--- src/hw/ppi_defs.svh ---
// Offsets, reset values and counts for the port intensity block.
// Included by the design files; holds definitions only.
`ifndef PPI_DEFS_SVH
`define PPI_DEFS_SVH

// Register pointers
`define PPI_REG_P10     8'h10
`define PPI_REG_P32     8'h11
`define PPI_REG_NONE    8'h00

// Reset value of both intensity registers
`define PPI_INT_RESET   8'h00

// Code that asks for a static level
`define PPI_CODE_STATIC 4'hf

// Last slot of a sixteen-slot PWM cycle
`define PPI_SLOT_LAST   4'hf

// Serial slave address, arbitrary value
`define PPI_SLAVE_ADDR  7'h20

// System clock cycles per PWM slot
`define PPI_PRESCALE    16

`endif

--- src/hw/ppi_pkg.sv ---
// Types shared by the port intensity block.
// Constants live in ppi_defs.svh.
package ppi_pkg;

   typedef logic [3:0] ppi_level_t;

   // Serial slave states, one-hot
   typedef enum logic [5:0] {
      PPI_IDLE = 6'h01,
      PPI_ADDR = 6'h02,
      PPI_DATA = 6'h04,
      PPI_ACK  = 6'h08,
      PPI_TX   = 6'h10,
      PPI_MACK = 6'h20
   } ppi_state_e;

   // Four intensity codes, upper register first
   typedef struct packed {
      ppi_level_t portThree;
      ppi_level_t portTwo;
      ppi_level_t portOne;
      ppi_level_t portZero;
   } ppi_codes_s;

   // Serial slave and register state
   typedef struct packed {
      logic       sclMeta;
      logic       sclSync;
      logic       sclLast;
      logic       sdaMeta;
      logic       sdaSync;
      logic       sdaLast;
      ppi_state_e st;
      logic [3:0] bitCnt;
      logic [7:0] shreg;
      logic       isRead;
      logic       gotPtr;
      logic       nack;
      logic [7:0] ptr;
      logic [7:0] regLow;
      logic [7:0] regHigh;
      logic       sdaOut;
      logic       sdaOe;
   } ppi_slave_s;

   // PWM generator state
   typedef struct packed {
      logic [7:0] presc;
      logic [3:0] slot;
      ppi_codes_s held;
      logic       masterOn;
      logic [3:0] oe;
      logic [3:0] low;
   } ppi_pwm_s;

endpackage

--- src/hw/ppi_intensity_top.sv ---
// Port intensity block: serial slave, two intensity registers, PWM ports.
// Serial pins come from outside and are synchronised; masterLevel is on clk_sys.
//
// Functional notes
// - Register 0x10: bits 7..4 port_one code, bits 3..0 port_zero code.
// - Register 0x11: upper nibble port_three code, lower nibble port_two code.
// - Code n from 0 to 14 gives a duty of n+1 sixteenths.
// - Code all ones gives full duty: static level, no switching.
// - Read/write bit 0 writes a register; bit 1 reads the stored pair back.
// - Master level zero stops the oscillator; all ports stay static.
`timescale 1ns/10ps
`include "ppi_defs.svh"

module ppi_intensity_top
   #(parameter logic [6:0] SLAVE_ADDR = `PPI_SLAVE_ADDR,
     parameter int         PRESCALE   = `PPI_PRESCALE)
   (
   input  wire logic               clk_sys,
   input  wire logic               nrst,
   input  wire logic               clkEn,
   input  wire logic               sclIn,
   input  wire logic               sdaIn,
   output logic                    sdaOut,
   output logic                    sdaOe,
   input  wire ppi_pkg::ppi_level_t masterLevel,
   output logic [3:0]              portOut,
   output logic [3:0]              portOe
   );
   import ppi_pkg::*;

   // Synchronisers reset to the idle-high bus level: no false edge after reset
   localparam ppi_slave_s SLAVE_RST = '{sclMeta: 1'b1, sclSync: 1'b1, sclLast: 1'b1,
                                        sdaMeta: 1'b1, sdaSync: 1'b1, sdaLast: 1'b1,
                                        st: PPI_IDLE, regLow: `PPI_INT_RESET,
                                        regHigh: `PPI_INT_RESET, default: '0};

   ppi_slave_s s;
   ppi_slave_s next_s;
   ppi_codes_s codes;
   logic       sclRise;
   logic       sclFall;
   logic       startSeen;
   logic       stopSeen;
   logic       byteDone;
   logic       wrStrobe;

   // Register contents at a pointer; unmapped pointers read zero
   function automatic logic [7:0] read_reg(input logic [7:0] ptr, input ppi_slave_s st);
      if (ptr == `PPI_REG_P10)
         read_reg = st.regLow;
      else if (ptr == `PPI_REG_P32)
         read_reg = st.regHigh;
      else
         read_reg = `PPI_REG_NONE;
   endfunction

   // Pointer auto-increment, wrapping inside the register pair
   function automatic logic [7:0] step_ptr(input logic [7:0] ptr);
      if (ptr == `PPI_REG_P32)
         step_ptr = `PPI_REG_P10;
      else
         step_ptr = ptr + 8'h01;
   endfunction

   // Bus events from the synchronised pins
   assign sclRise   = s.sclSync & ~s.sclLast;
   assign sclFall   = ~s.sclSync & s.sclLast;
   assign startSeen = s.sclSync & s.sclLast & s.sdaLast & ~s.sdaSync;
   assign stopSeen  = s.sclSync & s.sclLast & ~s.sdaLast & s.sdaSync;
   assign byteDone  = sclFall && s.bitCnt == 4'h8 && !startSeen && !stopSeen;
   assign wrStrobe  = byteDone && s.st == PPI_DATA && s.gotPtr;

   // Serial protocol and register updates
   always_comb
   begin
      logic       txLoad;
      logic [7:0] txByte;
      txLoad = 1'b0;
      txByte = read_reg(s.ptr, s);
      next_s = s;
      next_s.sclMeta = sclIn;
      next_s.sclSync = s.sclMeta;
      next_s.sclLast = s.sclSync;
      next_s.sdaMeta = sdaIn;
      next_s.sdaSync = s.sdaMeta;
      next_s.sdaLast = s.sdaSync;
      if (startSeen)
      begin
         next_s.st     = PPI_ADDR;
         next_s.bitCnt = 4'h0;
         next_s.gotPtr = 1'b0;
         next_s.sdaOe  = 1'b0;
      end
      else if (stopSeen)
      begin
         next_s.st    = PPI_IDLE;
         next_s.sdaOe = 1'b0;
      end
      else
      begin
         unique case (s.st)
            PPI_IDLE:
               next_s.bitCnt = 4'h0;
            PPI_ADDR, PPI_DATA:
               if (sclRise && s.bitCnt != 4'h8)
               begin
                  next_s.shreg  = {s.shreg[6:0], s.sdaSync};
                  next_s.bitCnt = s.bitCnt + 4'h1;
               end
               else if (byteDone)
               begin
                  next_s.bitCnt = 4'h0;
                  if (s.st == PPI_ADDR)
                  begin
                     if (s.shreg[7:1] == SLAVE_ADDR)
                     begin
                        next_s.isRead = s.shreg[0];
                        next_s.st     = PPI_ACK;
                        next_s.sdaOe  = 1'b1;
                     end
                     else
                        next_s.st = PPI_IDLE;
                  end
                  else
                  begin
                     next_s.st    = PPI_ACK;
                     next_s.sdaOe = 1'b1;
                     if (!s.gotPtr)
                     begin
                        next_s.ptr    = s.shreg;
                        next_s.gotPtr = 1'b1;
                     end
                     else
                     begin
                        if (s.ptr == `PPI_REG_P10)
                           next_s.regLow = s.shreg;
                        else if (s.ptr == `PPI_REG_P32)
                           next_s.regHigh = s.shreg;
                        next_s.ptr = step_ptr(s.ptr);
                     end
                  end
               end
            PPI_ACK:
               if (sclFall)
               begin
                  if (s.isRead)
                     txLoad = 1'b1;
                  else
                  begin
                     next_s.sdaOe = 1'b0;
                     next_s.st    = PPI_DATA;
                  end
               end
            PPI_TX:
               if (sclFall)
               begin
                  if (s.bitCnt == 4'h7)
                  begin
                     next_s.bitCnt = 4'h0;
                     next_s.sdaOe  = 1'b0;
                     next_s.st     = PPI_MACK;
                  end
                  else
                  begin
                     next_s.bitCnt = s.bitCnt + 4'h1;
                     next_s.shreg  = {s.shreg[6:0], 1'b0};
                     next_s.sdaOe  = ~s.shreg[6];
                  end
               end
            PPI_MACK:
               if (sclRise)
                  next_s.nack = s.sdaSync;
               else if (sclFall)
               begin
                  if (!s.nack)
                     txLoad = 1'b1;
                  else
                     next_s.st = PPI_IDLE;
               end
         endcase
      end
      // Read data loaded on the falling edge that ends an acknowledge
      if (txLoad)
      begin
         next_s.shreg  = txByte;
         next_s.sdaOe  = ~txByte[7];
         next_s.ptr    = step_ptr(s.ptr);
         next_s.bitCnt = 4'h0;
         next_s.st     = PPI_TX;
      end
   end

   // State register, frozen while clkEn is low
   always_ff @(posedge clk_sys or negedge nrst)
   begin
      if (!nrst)
         s <= SLAVE_RST;
      else if (clkEn)
         s <= next_s;
   end

   assign sdaOe  = s.sdaOe;
   assign sdaOut = s.sdaOut;
   assign codes  = {s.regHigh, s.regLow};

   // Duty generation for the four ports
   ppi_pwm_quad #(.PRESCALE(PRESCALE)) u_pwm
   (
      .clk_sys     (clk_sys),
      .nrst        (nrst),
      .clkEn       (clkEn),
      .codes       (codes),
      .masterLevel (masterLevel),
      .portOut     (portOut),
      .portOe      (portOe)
   );
endmodule // ppi_intensity_top

--- src/hw/ppi_pwm_quad.sv ---
// Four-channel sixteen-slot PWM generator for the open-drain ports.
// Codes and master level come from logic on clk_sys.
`timescale 1ns/10ps
`include "ppi_defs.svh"

module ppi_pwm_quad
   #(parameter int PRESCALE = `PPI_PRESCALE)
   (
   input  wire logic          clk_sys,
   input  wire logic          nrst,
   input  wire logic          clkEn,
   input  wire ppi_pkg::ppi_codes_s codes,
   input  wire ppi_pkg::ppi_level_t masterLevel,
   output logic [3:0]         portOut,
   output logic [3:0]         portOe
   );
   import ppi_pkg::*;

   localparam logic [7:0] PRESC_LAST = 8'(PRESCALE - 1);

   ppi_pwm_s p;
   ppi_pwm_s next_p;

   // Elaboration check on the prescaler range
   if (PRESCALE < 1 || PRESCALE > 256)
   begin : g_bad_prescale
      $error("PRESCALE must lie in 1..256");
   end

   // Port sinks while slot is within code, or always for the static code
   function automatic logic duty_on(input ppi_level_t code, input logic [3:0] slot);
      duty_on = (code == `PPI_CODE_STATIC) || (slot <= code);
   endfunction

   // Slot timing, code hand-over at cycle wrap and output levels
   always_comb
   begin
      next_p = p;
      next_p.masterOn = (masterLevel != 4'h0);
      // Clear the slot on the turn-off edge too, so no stale slot shows while off
      if (!p.masterOn || !next_p.masterOn)
      begin
         next_p.presc = 8'h00;
         next_p.slot  = 4'h0;
         next_p.held  = codes;
      end
      else if (p.presc == PRESC_LAST)
      begin
         next_p.presc = 8'h00;
         next_p.slot  = p.slot + 4'h1;
         if (p.slot == `PPI_SLOT_LAST)
            next_p.held = codes;
      end
      else
         next_p.presc = p.presc + 8'h01;
      for (int i = 0; i < 4; i++)
         next_p.oe[i] = next_p.masterOn
                        && duty_on(next_p.held[i*4 +: 4], next_p.slot);
   end

   // State register
   always_ff @(posedge clk_sys or negedge nrst)
   begin
      if (!nrst)
         p <= '0;
      else if (clkEn)
         p <= next_p;
   end

   assign portOe  = p.oe;
   assign portOut = p.low;
endmodule // ppi_pwm_quad

--- config.mk ---
export PLATFORM = sky130hd
export DESIGN_NAME = ppi_intensity_top
export DESIGN_NICKNAME = d
export VERILOG_FILES = /design/src/hw/ppi_pkg.sv /design/src/hw/ppi_intensity_top.sv /design/src/hw/ppi_pwm_quad.sv
export VERILOG_INCLUDE_DIRS = /design/src /design/src/hw
export SDC_FILE = /design/constraint.sdc
export NUM_CORES = 1
export LEC_CHECK = 0
export BUFFER_PORTS_ARGS = -buffer_cell sky130_fd_sc_hd__buf_2
export CORE_ASPECT_RATIO = 0.8
export CORE_UTILIZATION = 45
export DETAILED_ROUTE_END_ITERATION = 7
export PLACE_DENSITY_LB_ADDON = 0.2
export SLEW_MARGIN = 20
export SYNTH_ARGS = -nofsm -noshare
export SYNTH_HDL_FRONTEND = slang
export SYNTH_SLANG_ARGS = --single-unit
--- constraint.sdc ---
create_clock -name clk_sys -period 6.87 [get_ports clk_sys]
set_input_delay 1.374 -clock clk_sys [delete_from_list [all_inputs] [get_ports clk_sys]]
set_output_delay 1.374 -clock clk_sys [all_outputs]
set_load 0.02 [all_outputs]
==> flow_summary.ini, run 1 <==
[run_status]
status = finished, final reports clean

[place]
dpl.cell_count = 636
gp_congestion = 0.898
port_buffers = 13
dpl_cell_area_um2 = 5290
dp_hpwl_mm = 8.28

[logic_synthesis]
synthArstFlopShare = 1.00
synthCells = 499
ys_warn_count = 0
seq_area_frac_synth = 0.414
synth_compound_area_frac = 0.125
synth_top_family_by_area = simple AND/OR/NAND/NOR gates
avgSynthCellArea_um2 = 10.3
synth_fa_ha_area_frac = 0.0558
ys_types = 70
synth.area.mux_share = 0.158
yosys_register_bits = 85
synthesis.area_um2 = 5160
synthFlopType = dfrtp_1
synth_simple_gate_area_share = 0.182
synth_edf_count = 0
synth_xor_area_frac = 0.0204

[sta]
fin_crit_ps = 3560
slew_violations = 0
fin_skew_ps = 6.07
max_freq_mhz = 281
setup_tns_ps = 0
rsz0062_at_grt = false
finalCritPeriodShare = 0.518
slew_headroom = 0.431
hold_viol = 0
worst_pin_slew_ps = 854
setup_viol = 0

[drt]
wl_per_cell_um = 17.9
drc = 0
ant_nets = 0
dr.pass1.iters = 4
via_per_inst = 5.88
drtIter0Drc = 270
routed_wl_mm = 11.7
vias = 3833

[job]
drv_cap = 0

[worst_setup_path]
path_max_fanout = 21
cp.required_ps = 7140
rrSetupSlack_ps = 3780
setup.worst_path.start = masterLevel[1]
start_kind = input pin
critPathKind = input pin to flop
crit_arrival_ps = 3840
endpoint_kind = flop
r2r_start = u_pwm.p[29]

[cells_and_area]
stdcell_count = 652
final_net_count = 535
final_area_um2 = 5640
num_antenna_cells = 0
drive_gt1_frac = 0.215
multiInputGateArea_um2 = 2820
seqCellArea_um2 = 2140
fill_cells = 1003
synthToLayoutAreaGrowth_pct = 9.41
utilization = 0.512

[cts]
tritoncts = built
cts_sinks = 85
hold_buffers = 0
ctsRootBufferMaster = clkbuf_16
cts_buffers = 9
clk_pin_slew_ps = 60
clock_path_buffers = 2
post_cts_buffers = 0
ctsResizeCount = 0
clock_latency_ps = 350
htree_num_levels = 3

[global_route]
grt_pass1_wl_mm = 19.8
grt_max_degree = 69
grt_pass1_vias = 3793
grt_usage = 0.214
antenna_found_initial = 0
grt_overflow_total = 0

[power]
powerDensity_nw_per_um2 = 284
p_leak_uw = 0.00252
peakVddDrop_mv = 0.141
total_power_uw = 1600

[die]
start_util = 0.468
io_pins = 19
rows = 34
die_w_um = 122
die_y_um = 97.8
fp.dieArea_um2 = 11900
core_um2 = 11000

[worst_hold_path]
min-delay-start = u_pwm.portOe[2]
worst_hold_path_type = flop to flop
per-stage QoR:
stage	hold WS, ps	setup slack, ps
floorplan	456	2830
detailed placement	469	2940
finish	481	3310
CTS	486	3330
global route	504	3090
global placement	464	3070
cell families after synthesis:
family,Yosys count
fa+ha+maj,23
flops,85
other cells,1
mux,74
simple gates,164
xor+xnor,12
compound gates,96
buf+inv,44
report_power, final:
part	total [uW]	switching, uW	internal (uW)
sequential	654	89.6	565
clock	571	206	364
combinational	379	213	166
total	1600	509	1100
critical path, cell delays in order:
cell and delay [ps]:
buf_2 90, or4_1 560, nand2_1 310, a41oi_2 60
buf_4 270, mux2i_1 160, ha_1 320, nor2b_1 130
o21ai_0 140, nand2b_1 80, a21oi_1 170, nor3_1 70
o2bb2ai_1 110
flip-flops by register name, indices dropped and copies added, names as in the netlist:
name,cells
s,31
codes,16
u_pwm.portOe,4
u_pwm.p,29
next_s,4
sdaOe,1
path summary, 6_finish.rpt:
| check | endpoint | cells past startpoint |
|---|---|---|
| max in group asynchronous | u_pwm.p[22] | 2 |
| worst min register to register | u_pwm.portOe[2] | 1 |
| worst max register to register | u_pwm.portOe[1] | 13 |
| worst max-delay path | u_pwm.portOe[1] | 13 |
| worst min-delay path | u_pwm.portOe[2] | 1 |
| min in group asynchronous | u_pwm.p[36] | 1 |
routing by layer:
| layer | global-route usage | share of wire |
|---|---|---|
| met3 | 0.0421 | 0.037 |
| met1 | 0.318 | 0.50 |
| met4 | 0.0627 | 0.011 |
| met5 | 0 | 0 |
| met2 | 0.316 | 0.45 |
placed cells by master (no fill, tap or decap), types with 3 or more instances in the layout:
cell / count
nor4_1: 4
a22oi_1: 7
o211ai_1: 3
and3_1: 5
nand2_1: 38
mux2_4: 3
nor3_1: 11
nand3b_1: 3
o21ai_0: 31
a21o_1: 3
xnor2_1: 5
mux2i_1: 22
o2bb2ai_1: 5
inv_1: 15
a22o_1: 5
buf_2: 12
nand2b_1: 8
or4_1: 3
bufinv_16: 3
mux2_2: 49
o22ai_1: 4
dfstp_2: 7
nand3_1: 13
buf_4: 5
xor2_1: 7
conb_1: 5
a21oi_1: 15
and4_1: 4
nor2_1: 28
ha_1: 23
nor2b_1: 6
clkbuf_16: 9
nand4_1: 14
o31ai_1: 4
and2_1: 5
dfrtp_1: 78
area by class of cell:
class	instances	area share
Sequential cell	85	0.378
Clock inverter	6	0.0195
Clock buffer	10	0.0424
Inverter	16	0.0106
Tap cell	144	0.0319
Multi-Input combinational cell	374	0.500
Timing Repair Buffer	17	0.0173
cells in the mapped netlist, types with 3 or more instances:
| cell type | n | area, um^2 |
|---|---|---|
| or4_1 | 3 | 22.5 |
| nand2_1 | 38 | 143 |
| a21o_1 | 3 | 22.5 |
| and4_1 | 4 | 35.0 |
| a21oi_1 | 15 | 75.1 |
| mux2_2 | 49 | 552 |
| xor2_1 | 7 | 61.3 |
| o211ai_1 | 3 | 22.5 |
| nor2b_1 | 6 | 37.5 |
| mux2_4 | 3 | 45.0 |
| a22oi_1 | 7 | 52.6 |
| and2_1 | 5 | 31.3 |
| buf_4 | 11 | 82.6 |
| nand4_1 | 14 | 87.6 |
| and3_1 | 5 | 31.3 |
| o21ai_0 | 31 | 155 |
| dfstp_2 | 7 | 184 |
| o31ai_1 | 4 | 30.0 |
| a22o_1 | 5 | 43.8 |
| inv_1 | 15 | 56.3 |
| nor2_1 | 28 | 105 |
| mux2i_1 | 22 | 220 |
| nand2b_1 | 8 | 50.1 |
| dfrtp_1 | 78 | 1950 |
| xnor2_1 | 5 | 43.8 |
| nor4_1 | 4 | 25.0 |
| o22ai_1 | 4 | 25.0 |
| nand3_1 | 13 | 65.1 |
| nand3b_1 | 3 | 22.5 |
| o2bb2ai_1 | 5 | 43.8 |
| clkbuf_1 | 12 | 45.0 |
| ha_1 | 23 | 288 |
| nor3_1 | 11 | 55.1 |
Power figures use the tool's default switching activity.
==> run 2: changes to the inputs <==
==> constraint.sdc (replaced) <==
create_clock -name clk_sys -period 2.95 [get_ports clk_sys]
set_input_delay 0.59 -clock clk_sys [delete_from_list [all_inputs] [get_ports clk_sys]]
set_output_delay 0.59 -clock clk_sys [all_outputs]
set_load 0.02 [all_outputs]
==> flow_summary.ini, run 2 (synthesis gave the netlist of run 1 again) <==
[run_status]
status = finished, final reports clean

[job]
drv_cap = 0

[sta]
worst_pin_slew_ps = 784
rsz0062_at_grt = false
fin_ws_ps = 302
fin_crit_ps = 2650
hold_viol = 0
max_freq_mhz = 378
fin_skew_ps = 9.64
slew_headroom = 0.477
slew_violations = 0
setup_viol = 0
finalCritPeriodShare = 0.898

[die]
die_y_um = 97.8
start_util = 0.468
fp.dieArea_um2 = 11900
die_w_um = 122
rows = 34
io_pins = 19
core_um2 = 11000

[worst_setup_path]
start_kind = flop
endpoint_kind = flop
path_max_fanout = 7
cp.required_ps = 3220
rrSetupSlack_ps = 300
critPathKind = flop to flop
crit_arrival_ps = 2920

[cts]
cts_sinks = 85
hold_buffers = 0
ctsRootBufferMaster = clkbuf_16
clk_pin_slew_ps = 70
clock_path_buffers = 2
cts_buffers = 9
clock_latency_ps = 350
tritoncts = built
htree_num_levels = 3

[cells_and_area]
final_common_cell = dfrtp_1
synthToLayoutAreaGrowth_pct = 13.5
drive_gt1_frac = 0.256
utilization = 0.531
final_net_count = 559
num_antenna_cells = 0
largest_reg_flops = 31
top_register = s
final_area_um2 = 5850
layout_common_cells = 78 x dfrtp_1, 49 x mux2_2, 37 x nand2_1, 31 x o21ai_0, 27 x buf_4

[power]
power_frac_comb = 0.268
switching_share = 0.325
pwr-share-seq = 0.402
switchingPower_uw = 1210
clkPwrFrac = 0.330
peakVddDrop_mv = 0.340
p_leak_uw = 0.00263
cellInternalPower_uw = 2510
powerDensity_nw_per_um2 = 635

[drt]
via_per_inst = 5.87
drt-met1-wl_mm = 5.74
vias = 3969
wl_met2_mm = 5.08
dr.max_layer_used = met4
dr.pass1.iters = 4
wl_met3_um = 615
ant_nets = 0
drc = 0
wl_per_cell_um = 17.1
routed_wl_mm = 11.5
drtIter0Drc = 320

[place]
dp_slack_ps = -218
gp_congestion = 0.914
port_buffers = 13
dpl_cell_area_um2 = 5440
dp_hpwl_mm = 8.27

[global_route]
grt_pass1_wl_mm = 19.8
grt_pass1_vias = 3782
grt_overflow_total = 0
grt_max_degree = 45
antenna_found_initial = 0
grt_usage = 0.212

[worst_hold_path]
worst_hold_path_type = input pin to asynchronous set/reset pin
run 2: cell types whose count changed in the layout (fill, tap and decap cells not counted), sizes merged:
cell | previous run | this run
bufinv | 3 | 2
buf | 17 | 41
clkinvlp | 2 | 3
clkbuf | 10 | 9
clkinv | 2 | 3
run 2: final timing paths:
path	start	endpoint	depth (start not counted)
worst min-delay path	nrst	u_pwm.p[28]	1
worst min register to register	u_pwm.portOe[1]	u_pwm.portOe[1]	1
worst max register to register	u_pwm.p[29]	u_pwm.portOe[3]	13
max in group asynchronous	nrst	s[36]	2
min in group clk_sys	sdaIn	next_s[48]	2
worst max-delay path	u_pwm.p[29]	u_pwm.portOe[3]	13
run 2: repair_timing:
item | 4_1_cts | 5_1_grt
endpoints found under the setup margin | 20 | 4
endpoints found under the hold margin | 0 | 0
pin swaps | 0 | 1
gates resized for setup | 1 | 3
buffers inserted | 0 | 7
run 2: power groups by stage:
stage / Sequential (uW) / Combinational (uW) / Clock [uW]
3_5_place_dp: 1510 / 970 / 0
3_3_place_gp: 1510 / 966 / 0
2_1_floorplan: 1460 / 753 / 0
5_1_grt: 1520 / 1100 / 1310
6_report: 1490 / 998 / 1230
4_1_cts: 1490 / 977 / 1250
run 2: metrics by stage:
| stage | std cells | power (uW) | TNS (ps) | hold slack, ps |
|---|---|---|---|---|
| floorplan | 503 | 2210 | 0 | 294 |
| global placement | 653 | 2470 | -1060 | 463 |
| detailed placement | 653 | 2480 | -2850 | 472 |
| CTS | 669 | 3720 | 0 | 251 |
| global route | 676 | 3930 | 0 | 277 |
| finish | 676 | 3720 | 0 | 235 |
run 2: routing by layer:
layer,GRT usage,vias up
met4,0.0408,0
met5,0,-
met1,0.316,1980
li1,-,1890
met2,0.308,91
met3,0.0584,8
run 2: worst max-delay path: stages (launching register included):
cell,delay [ps]
dfrtp_1,360
ha_1,170
nand4b_1,160
nor4_4,260
buf_4,220
nand2_1,70
xor2_1,140
nor2_1,360
ha_1,330
o21ai_0,80
nand2b_1,70
a21oi_1,140
nor3_1,70
o2bb2ai_1,110
run 2: area by class of cell:
type	count	area, um^2
multi-input combinational	374	2850
fill	947	5170
clock buffer	9	225
timing repair buffer	41	303
inverter	16	60.1
sequential	85	2140
tap	144	180
clock inverter	7	100
==> run 3: changes to the inputs <==
--- a/config.mk
+++ b/config.mk
@@ -7,8 +7,9 @@
 export NUM_CORES = 1
 export LEC_CHECK = 0
 export BUFFER_PORTS_ARGS = -buffer_cell sky130_fd_sc_hd__buf_2
-export CORE_ASPECT_RATIO = 0.8
-export CORE_UTILIZATION = 45
+export CELL_PAD_IN_SITES_DETAIL_PLACEMENT = 0
+export CELL_PAD_IN_SITES_GLOBAL_PLACEMENT = 2
+export CORE_UTILIZATION = 37
 export DETAILED_ROUTE_END_ITERATION = 7
 export PLACE_DENSITY_LB_ADDON = 0.2
 export SLEW_MARGIN = 20
==> flow_summary.ini, run 3 (synthesis gave the netlist of run 1 again) <==
[worst_setup_path]
crit_buf_inv = 0
path_cells = or4_4 > nor4_4 > nor2_2 > a221o_1 > or4_1 > o211ai_2
r2r_start = s[42]
crit_arrival_ps = 3000
max_stage_delay_ps = 600
start_kind = flop
endpoint_kind = flop
path_max_fanout = 14
critPathKind = flop to flop
cp.required_ps = 3220
r2r-end = s[40]
crit_slowest_cell = or4_4
r2r_cells = 6
critPathTopFamily = simple AND/OR/NAND/NOR gates
rrSetupSlack_ps = 220

[global_route]
grt_max_degree = 45
grt_pass1_wl_mm = 21.5
grt_overflow_total = 0
grt_pass1_vias = 3942
grt_most_used_layer = met2
grt_usage = 0.193
use_met3 = 0.0494
globalRouteMet1Util = 0.259
antenna_found_initial = 0
use_met2 = 0.307

[drt]
wl_per_cell_um = 17.5
dr.pass1.iters = 4
ant_nets = 0
drtIter0Drc = 262
vias = 3904
routed_wl_mm = 12.6
drc = 0
via_per_inst = 5.42

[cells_and_area]
final_common_cell = dfrtp_1
final_net_count = 571
top_register = s
drive_gt1_frac = 0.268
synthToLayoutAreaGrowth_pct = 15.9
largest_reg_flops = 31
layout_common_cells = 78 x dfrtp_1, 49 x mux2_2, 39 x buf_4, 37 x nand2_1, 31 x o21ai_0
num_antenna_cells = 0
stdcell_count = 720

[place]
dp_slack_ps = -227
dp_hpwl_mm = 9.06
gp_congestion = 0.822
port_buffers = 13
dpl.cell_count = 699

[sta]
hold_viol = 0
fin_ws_ps = 221
rsz0062_at_grt = false
setup_tns_ps = 0
finalCritPeriodShare = 0.925
setup_viol = 0
max_freq_mhz = 366
fin_skew_ps = 9.54
worst_pin_slew_ps = 693
slew_headroom = 0.537
hold_ws_ps = 251
slew_violations = 0
fin_crit_ps = 2730

[power]
pwr-share-seq = 0.397
p_leak_uw = 0.00271
total_power_uw = 3810
switching_share = 0.330
clkPwrFrac = 0.338
powerDensity_nw_per_um2 = 637
cellInternalPower_uw = 2550
peakVddDrop_mv = 0.371
power_frac_comb = 0.265
switchingPower_uw = 1260

[cts]
clock_path_buffers = 2
clock_latency_ps = 350
clk_pin_slew_ps = 70
cts_sinks = 85
htree_num_levels = 3
cts_buffers = 9
ctsRootBufferMaster = clkbuf_16
tritoncts = built

[die]
rows = 42
fp.dieArea_um2 = 14400
die_y_um = 120
die_w_um = 120
start_util = 0.385
core_um2 = 13400
io_pins = 19

[job]
drv_cap = 0

[run_status]
status = finished, final reports clean

[worst_hold_path]
worst_hold_path_type = input pin to asynchronous set/reset pin
==> run 3: worst max path at each step <==
| stage | from | end | slack (ps) | depth (start not counted) |
|---|---|---|---|---|
| after global routing | u_pwm.p[29] | u_pwm.portOe[3] | 140 | 14 |
| after CTS | u_pwm.p[29] | u_pwm.portOe[3] | 50 | 13 |
| after floorplan | masterLevel[1] | u_pwm.portOe[3] | 20 | 13 |
| after global placement | u_pwm.p[29] | u_pwm.portOe[2] | -130 | 13 |
| final | s[42] | s[40] | 220 | 6 |
| after detailed placement | u_pwm.p[29] | u_pwm.portOe[1] | -230 | 13 |
==> run 3: layout make-up <==
cell class,instances,area [um^2]
multi-input combinational,374,2830
inverter,16,60.1
clock buffer,10,239
sequential,85,2140
clock inverter,6,93.8
timing repair buffer,53,393
fill,1312,7420
tap,176,220
==> run 3: per-layer routing <==
| layer | part of all wire | vias to the layer above |
|---|---|---|
| met2 | 0.48 | 68 |
| li1 | - | 1913 |
| met4 | 0.011 | 0 |
| met5 | 0 | - |
| met3 | 0.037 | 13 |
| met1 | 0.48 | 1910 |
==> run 3: repair_timing <==
item                                    4_1_cts  5_1_grt
endpoints found under the setup margin        4        4
setup buffers                                 0        5
hold buffers                                  0        0
pin swaps                                     0        1
resized for setup                             1        0
==> run 3: power by group through the flow <==
stage	sequential (uW)	combinational, uW	clock (uW)
finish	1510	1010	1290
global route	1540	1130	1370
CTS	1510	997	1320
detailed placement	1530	990	0
global placement	1530	991	0
floorplan	1460	753	0
==> run 3: metrics by stage <==
stage | utilization | instance area [um^2]
after floorplan | - | 5190
after global placement | 0.417 | 5580
after detailed placement | 0.417 | 5580
after CTS | 0.442 | 5930
after global routing | 0.446 | 5980
final | 0.446 | 5980
